<file path="config.mk">
export PLATFORM = sky130hd
export DESIGN_NAME = pdepc_top
export DESIGN_NICKNAME = d
export VERILOG_FILES = /design/src/logic/pdepc_pkg.sv /design/src/logic/pdepc_top.sv
export SDC_FILE = /design/constraint.sdc
export NUM_CORES = 1
export LEC_CHECK = 0
export BUFFER_PORTS_ARGS = -buffer_cell sky130_fd_sc_hd__buf_4
export CAP_MARGIN = 20
export CORE_MARGIN = 2
export CORE_UTILIZATION = 50
export DETAILED_ROUTE_END_ITERATION = 8
export PLACE_DENSITY = 0.91
export SLEW_MARGIN = 10
export SYNTH_ARGS = -nofsm -noshare
export SYNTH_HDL_FRONTEND = slang
export SYNTH_SLANG_ARGS = --single-unit
export TNS_END_PERCENT = 1
</file>
<file path="constraint.sdc">
create_clock -name clk_i -period 4.15 [get_ports clk_i]
set_input_delay 0.2075 -clock clk_i [delete_from_list [all_inputs] [get_ports clk_i]]
set_output_delay 0.2075 -clock clk_i [all_outputs]
set_load 0.03 [all_outputs]
</file>
<file path="src/logic/pdepc_pkg.sv">
// shared constants and types for the two-port pin control block
package pdepc_pkg;

  // ----------------------------------------------------------------
  // widths
  // ----------------------------------------------------------------
  localparam int FP_W = 8;
  localparam int SP_W = 3;
  localparam int SLR_W = 5;
  localparam int ADR_W = 8;

  // ----------------------------------------------------------------
  // register byte offsets
  // ----------------------------------------------------------------
  localparam logic [ADR_W-1:0] ADR_FP_DIR = 8'h00;
  localparam logic [ADR_W-1:0] ADR_FP_LAT = 8'h04;
  localparam logic [ADR_W-1:0] ADR_FP_ANS = 8'h08;
  localparam logic [ADR_W-1:0] ADR_FP_IN = 8'h0C;
  localparam logic [ADR_W-1:0] ADR_SP_DIR = 8'h10;
  localparam logic [ADR_W-1:0] ADR_SP_LAT = 8'h14;
  localparam logic [ADR_W-1:0] ADR_SP_ANS = 8'h18;
  localparam logic [ADR_W-1:0] ADR_SP_IN = 8'h1C;
  localparam logic [ADR_W-1:0] ADR_SLEW = 8'h20;
  localparam logic [ADR_W-1:0] ADR_CFG = 8'h24;

  // ----------------------------------------------------------------
  // reset values
  // ----------------------------------------------------------------
  localparam logic [FP_W-1:0] FP_DIR_RST = 8'hFF;
  localparam logic [FP_W-1:0] FP_LAT_RST = 8'h00;
  localparam logic [FP_W-1:0] FP_ANS_RST = 8'hFF;
  localparam logic [SP_W-1:0] SP_DIR_RST = 3'h7;
  localparam logic [SP_W-1:0] SP_LAT_RST = 3'h0;
  localparam logic [SP_W-1:0] SP_ANS_RST = 3'h7;
  localparam logic [SLR_W-1:0] SLEW_RST = 5'h00;

  // ----------------------------------------------------------------
  // field positions
  // ----------------------------------------------------------------
  localparam int SP_IN_ONLY_BIT = 3;
  localparam int CFG_MCLR_BIT = 0;
  localparam int CFG_PROG_BIT = 1;
  localparam int PWM_FIRST_PIN = 5;
  localparam int PWM_N = 3;

  // ----------------------------------------------------------------
  // pin drive bundles
  // ----------------------------------------------------------------
  typedef struct packed {
    logic [FP_W-1:0] level;
    logic [FP_W-1:0] enable;
  } pdepc_fp_drive_type;

  typedef struct packed {
    logic [SP_W-1:0] level;
    logic [SP_W-1:0] enable;
  } pdepc_sp_drive_type;

endpackage

</file>
<file path="src/logic/pdepc_top.sv">
// pin control for the 8-bit first port and 3-pin second port
//
// Our own choices: the register addresses and the Wishbone slave port.
`timescale 1ns/100ps
`default_nettype none

module pdepc_top
  import pdepc_pkg::*;
(
  // clock and reset
  input wire logic clk_i,
  input wire logic rst_i,
  // wishbone slave
  input wire logic wb_cyc_i,
  input wire logic wb_stb_i,
  input wire logic wb_we_i,
  input wire logic [ADR_W-1:0] wb_adr_i,
  input wire logic [3:0] wb_sel_i,
  input wire logic [31:0] wb_dat_i,
  output logic [31:0] wb_dat_o,
  output logic wb_ack_o,
  // first port pins
  input wire logic [FP_W-1:0] first_port_pin_i,
  output pdepc_fp_drive_type first_port_drive_o,
  output logic [FP_W-1:0] first_port_analog_o,
  // pwm peripheral outputs two, three, four
  input wire logic [PWM_N-1:0] pwm_level_i,
  input wire logic [PWM_N-1:0] pwm_enable_i,
  // second port pins
  input wire logic [SP_W-1:0] second_port_pin_i,
  output pdepc_sp_drive_type second_port_drive_o,
  output logic [SP_W-1:0] second_port_analog_o,
  // input-only pin and configuration
  input wire logic input_only_pin_i,
  input wire logic master_clear_enable_i,
  input wire logic programming_mode_i,
  output logic master_clear_n_o,
  output logic programming_voltage_o
);

  // ----------------------------------------------------------------
  // registers
  // ----------------------------------------------------------------
  logic [FP_W-1:0] fp_dir_q;
  logic [FP_W-1:0] fp_lat_q;
  logic [FP_W-1:0] fp_ans_q;
  logic [SP_W-1:0] sp_dir_q;
  logic [SP_W-1:0] sp_lat_q;
  logic [SP_W-1:0] sp_ans_q;
  logic [SLR_W-1:0] slew_q;
  logic ack_q;
  logic [31:0] rdat_q;
  pdepc_fp_drive_type fp_drv_q;
  pdepc_fp_drive_type fp_drv_d;
  pdepc_sp_drive_type sp_drv_q;
  logic mclr_n_q;
  logic vpp_q;

  // ----------------------------------------------------------------
  // bus decode
  // ----------------------------------------------------------------
  wire req = wb_cyc_i & wb_stb_i;
  wire rd_take = req & ~ack_q;
  wire wr_en = req & ack_q & wb_we_i & wb_sel_i[0];
  wire [7:0] wd = wb_dat_i[7:0];
  wire wr_fp_dir = wr_en & (wb_adr_i == ADR_FP_DIR);
  wire wr_fp_lat = wr_en & ((wb_adr_i == ADR_FP_LAT) | (wb_adr_i == ADR_FP_IN));
  wire wr_fp_ans = wr_en & (wb_adr_i == ADR_FP_ANS);
  wire wr_sp_dir = wr_en & (wb_adr_i == ADR_SP_DIR);
  wire wr_sp_lat = wr_en & ((wb_adr_i == ADR_SP_LAT) | (wb_adr_i == ADR_SP_IN));
  wire wr_sp_ans = wr_en & (wb_adr_i == ADR_SP_ANS);
  wire wr_slew = wr_en & (wb_adr_i == ADR_SLEW);

  // ----------------------------------------------------------------
  // input paths
  // ----------------------------------------------------------------
  // analog gates input
  wire [FP_W-1:0] fp_in = first_port_pin_i & ~fp_ans_q;
  wire [SP_W-1:0] sp_in = second_port_pin_i & ~sp_ans_q;
  wire in_only = input_only_pin_i & ~master_clear_enable_i;
  wire [SP_IN_ONLY_BIT:0] sp_in_all = {in_only, sp_in};

  // ----------------------------------------------------------------
  // read mux
  // ----------------------------------------------------------------
  logic [31:0] rmux;
  always_comb begin
    rmux = 32'h0000_0000;
    case (wb_adr_i)
      ADR_FP_DIR: rmux[FP_W-1:0] = fp_dir_q;
      ADR_FP_LAT: rmux[FP_W-1:0] = fp_lat_q;
      ADR_FP_ANS: rmux[FP_W-1:0] = fp_ans_q;
      ADR_FP_IN: rmux[FP_W-1:0] = fp_in;
      ADR_SP_DIR: rmux[SP_W-1:0] = sp_dir_q;
      ADR_SP_LAT: rmux[SP_W-1:0] = sp_lat_q;
      ADR_SP_ANS: rmux[SP_W-1:0] = sp_ans_q;
      ADR_SP_IN: rmux[SP_IN_ONLY_BIT:0] = sp_in_all;
      ADR_SLEW: rmux[SLR_W-1:0] = slew_q;
      ADR_CFG: begin
        rmux[CFG_MCLR_BIT] = master_clear_enable_i;
        rmux[CFG_PROG_BIT] = programming_mode_i;
      end
      default: rmux = 32'h0000_0000;
    endcase
  end

  // ----------------------------------------------------------------
  // bus handshake
  // ----------------------------------------------------------------
  always_ff @(posedge clk_i) begin
    if (rst_i) begin
      ack_q <= 1'b0;
      rdat_q <= 32'h0000_0000;
    end else begin
      ack_q <= rd_take;
      if (rd_take) begin
        rdat_q <= rmux;
      end
    end
  end

  assign wb_ack_o = ack_q;
  assign wb_dat_o = rdat_q;

  // ----------------------------------------------------------------
  // software registers
  // ----------------------------------------------------------------
  always_ff @(posedge clk_i) begin
    if (rst_i) begin
      fp_dir_q <= FP_DIR_RST;
      fp_lat_q <= FP_LAT_RST;
      fp_ans_q <= FP_ANS_RST;
      sp_dir_q <= SP_DIR_RST;
      sp_lat_q <= SP_LAT_RST;
      sp_ans_q <= SP_ANS_RST;
      slew_q <= SLEW_RST;
    end else begin
      if (wr_fp_dir) begin
        fp_dir_q <= wd;
      end
      if (wr_fp_lat) begin
        fp_lat_q <= wd;
      end
      if (wr_fp_ans) begin
        fp_ans_q <= wd;
      end
      if (wr_sp_dir) begin
        sp_dir_q <= wd[SP_W-1:0];
      end
      if (wr_sp_lat) begin
        sp_lat_q <= wd[SP_W-1:0];
      end
      if (wr_sp_ans) begin
        sp_ans_q <= wd[SP_W-1:0];
      end
      if (wr_slew) begin
        slew_q <= wd[SLR_W-1:0];
      end
    end
  end

  // ----------------------------------------------------------------
  // first port output selection
  // ----------------------------------------------------------------
  logic [FP_W-1:0] pwm_take;
  genvar gi;
  generate
    for (gi = 0; gi < FP_W; gi++) begin : g_fp
      if (gi >= PWM_FIRST_PIN) begin : g_pwm
        assign pwm_take[gi] = pwm_enable_i[gi-PWM_FIRST_PIN] & ~fp_dir_q[gi] & ~fp_ans_q[gi];
        assign fp_drv_d.level[gi] = pwm_take[gi] ? pwm_level_i[gi-PWM_FIRST_PIN] : fp_lat_q[gi];
      end else begin : g_lat
        assign pwm_take[gi] = 1'b0;
        assign fp_drv_d.level[gi] = fp_lat_q[gi];
      end
      assign fp_drv_d.enable[gi] = ~fp_dir_q[gi];
    end
  endgenerate

  // ----------------------------------------------------------------
  // pin drive flops
  // ----------------------------------------------------------------
  always_ff @(posedge clk_i) begin
    if (rst_i) begin
      fp_drv_q <= '0;
      sp_drv_q <= '0;
      mclr_n_q <= 1'b1;
      vpp_q <= 1'b0;
    end else begin
      fp_drv_q <= fp_drv_d;
      sp_drv_q.enable <= ~sp_dir_q;
      sp_drv_q.level <= sp_lat_q;
      mclr_n_q <= master_clear_enable_i ? input_only_pin_i : 1'b1;
      vpp_q <= programming_mode_i & input_only_pin_i;
    end
  end

  assign first_port_drive_o = fp_drv_q;
  assign second_port_drive_o = sp_drv_q;
  assign first_port_analog_o = fp_ans_q;
  assign second_port_analog_o = sp_ans_q;
  assign master_clear_n_o = mclr_n_q;
  assign programming_voltage_o = vpp_q;
endmodule

`default_nettype wire

</file>
==> flow_summary.ini <==
[power]
net_switching_uw = 350
power.leakage_uw = 0.00168
clkPwrFrac = 0.412
comb_power_share = 0.101
peakVddDrop_v = 0.000226
portion_of_total_power_attributed_to_sequential_cells = 0.487
p_int_uw = 1060
pwr_density_cell_mw_per_mm2 = 352
swShare = 0.249

[cts]
root_buffer_cell = clkbuf_8
cts-hold-fix-buffers = 0
clkLatencyLatePin_ns = 0.35
maximum_buffer_depth_of_the_clock_tree = 2
clk_transition_reported_paths_ns = 0.07
number_of_resized_instances_in_the_post_cts_repair_step = 0
cts.repair_timing.setup_buffer_count = 0
clock-sinks = 71
cts_buffers = 9
clock_tree.htree_level_count = 3
cts_tree = done

[global_routing]
antenna_found_initial = 0
globalRouteTotalUtil = 0.241
vias_in_the_first_global_route = 2760
grt_first_pass_wirelength_um = 13700
congestion_overflow_gr = 0
grt_max_degree = 50

[finish]
layoutNonFillerInstCount = 516
n_fill_cell = 536
area.sequential_mm2 = 0.00142
area_delta_synth_final_pct = 23.0
multi_input_logic_area_mm2 = 0.00162
diodes = 0
final_layout_size_suffix_gt1_frac = 0.255
nets = 503

[synth]
asyncSetResetFlopFracSynth = 0
yosysUniqueCellTypes = 47
synthMostInstantiatedCell = dfxtp_1
ys_seq_area_frac = 0.437
netlist_top_cells_count = dfxtp_1, nand3_1, nand2_1, nor2_1, buf_4
ys_top_cells_by_area = dfxtp_1, mux2i_1, nand3_1
post_synth.cell_area_avg_um2 = 8.99
syn_inst = 362
synth.ff_latch_count = 71
synthDominantAreaCellType = dfxtp_1
synth_flop_cell = dfxtp_1
number_of_enable_type_register_cells_in_the_synthesized_netlist = 0
synth_warnings = 0
share_of_the_synthesized_area_in_the_top_cell_type = 0.437
synth.cell_area_mm2 = 0.00325

[detailed_routing]
dr_wl_met3_um = 762
dr_total_vias = 2977
drc = 0
detail_route.iter0.violations = 379
wl_met1_um = 3560
wl_met2_um = 4250
antenna_violating_nets_post_route = 0
drt_first_pass_iters = 5
detail_route.wirelength_um = 8770
detail_route.wl_per_cell_um = 17.0
highest-signal-layer = met4
route.detailed.vias_per_inst = 5.77

[floorplan]
initial_utilization = 0.515
chipWidth_um = 84.7
floorplan.io_pins = 137
die_area_mm2 = 0.00717
rows = 29
die_h_um = 84.7
fp.coreArea_mm2 = 0.00631

[min_path]
min_delay_worst_type = in -> reg

[worst_setup_path]
cp-end-kind = flop
crit_path_start_kind = flop
timing_worst_setup_path_type = reg -> reg
critPathMaxFanout = 16
critPathRequiredTime_ns = 4.36
arrival_ns = 2.17

[sta]
setup_viol_count_final = 0
report.final.slew_viol_count = 0
finClkSkew_ns = 0.00460
finalSetupTns_ns = 0
layout_worst_path_cycle_share = 0.473
unrepaired_setup_endpoints_after_global_routing = no
worst_slew_pin_slew_ns = 0.946
hold_viol_final = 0
max_clock_freq_mhz = 509
max-slew-margin-rel = 0.368
min_period_ns = 1.96

[placed_design]
hpwlAfterDp_um = 6040
io_buffers = 85
globalplace.congestion = 0.814
placedCellCount = 500

[outcome]
status = finished, final reports clean

[run]
cap_violations = 0
-- per-layer routing --
layer / vias up / track usage
li1: 1379 / -
met1: 1414 / 0.318
met2: 162 / 0.370
met3: 22 / 0.0501
met4: 0 / 0.133
met5: - / 0
-- critical path, stage by stage (launching register included) --
cell     delay [ns]
dfxtp_1        0.43
and4_1         0.32
nand4_1        0.55
o21ai_0        0.41
a21oi_1        0.11
-- placed cells by master, fill, tap and decap left out, drive strengths merged, types with 3 or more instances in the layout --
| cell type | synthesis | layout |
|---|---|---|
| mux2i | 23 | 23 |
| nand3 | 43 | 43 |
| o21ai | 25 | 25 |
| buf | 38 | 85 |
| mux4 | 6 | 6 |
| and4 | 4 | 4 |
| a21oi | 18 | 18 |
| clkbuf | 9 | 14 |
| nor4 | 3 | 3 |
| dfxtp | 71 | 71 |
| nand3b | 4 | 4 |
| nand2 | 31 | 31 |
| conb | 1 | 24 |
| nor2 | 29 | 29 |
| nor2b | 12 | 12 |
| nand4 | 6 | 6 |
| nor3 | 4 | 4 |
| inv | 4 | 4 |
-- flip-flops by register name, summed over array words and instances, names as in the netlist, 3 cells and up --
signal	flops
first_port_analog_o	8
first_port_drive_o	16
fp_dir_q	8
fp_lat_q	8
second_port_analog_o	3
second_port_drive_o	6
slew_q	5
sp_dir_q	3
sp_lat_q	3
wb_dat_o	8
-- stage by stage --
stage          setup slack [ns]  hold slack (ns)  utilization  total power [uW]  area [um2]
2_1_floorplan              2.52            0.269            -               802        3340
3_3_place_gp               2.21            0.395        0.600               838        3790
3_5_place_dp               2.14            0.400        0.600               840        3790
4_1_cts                    2.23           0.0380        0.634              1400        4000
5_1_grt                    1.95           0.0582        0.634              1450        4000
6_report                   2.19           0.0415        0.634              1410        4000
-- cell type report --
type	instances	share of cell area
multi-input cells	263	0.405
flip-flops and latches	71	0.355
repair buffers	85	0.159
clock buffers	14	0.0432
well taps	77	0.0241
clock inverters	2	0.00938
inverters	4	0.00375
-- cells by family after synthesis --
family | Yosys count | synth area share
compound gates | 57 | 0.102
mux | 29 | 0.112
simple gates | 153 | 0.257
flops | 71 | 0.437
buf+inv | 51 | 0.0915
other cells | 1 | 0.00115
-- power by group through the flow --
stage	Sequential [uW]	Clock, uW	Combinational (uW)
floorplan	707	0	94.4
global placement	701	0	136
detailed placement	701	0	138
CTS	686	580	139
global route	686	613	150
finish	686	580	142
-- path summary, 6_finish.rpt --
check | startpoint | end | slack (ns) | cells past startpoint
worst max register to register | wb_ack_o | fp_lat_q[4] | 2.19 | 4
worst min register to register | sp_dir_q[0] | second_port_drive_o[0] | 0.44 | 1
worst max-delay path | wb_ack_o | fp_lat_q[4] | 2.19 | 4
worst min-delay path | master_clear_enable_i | master_clear_n_o | 0.04 | 2
Note: power is estimated with default switching activity, not from simulation.
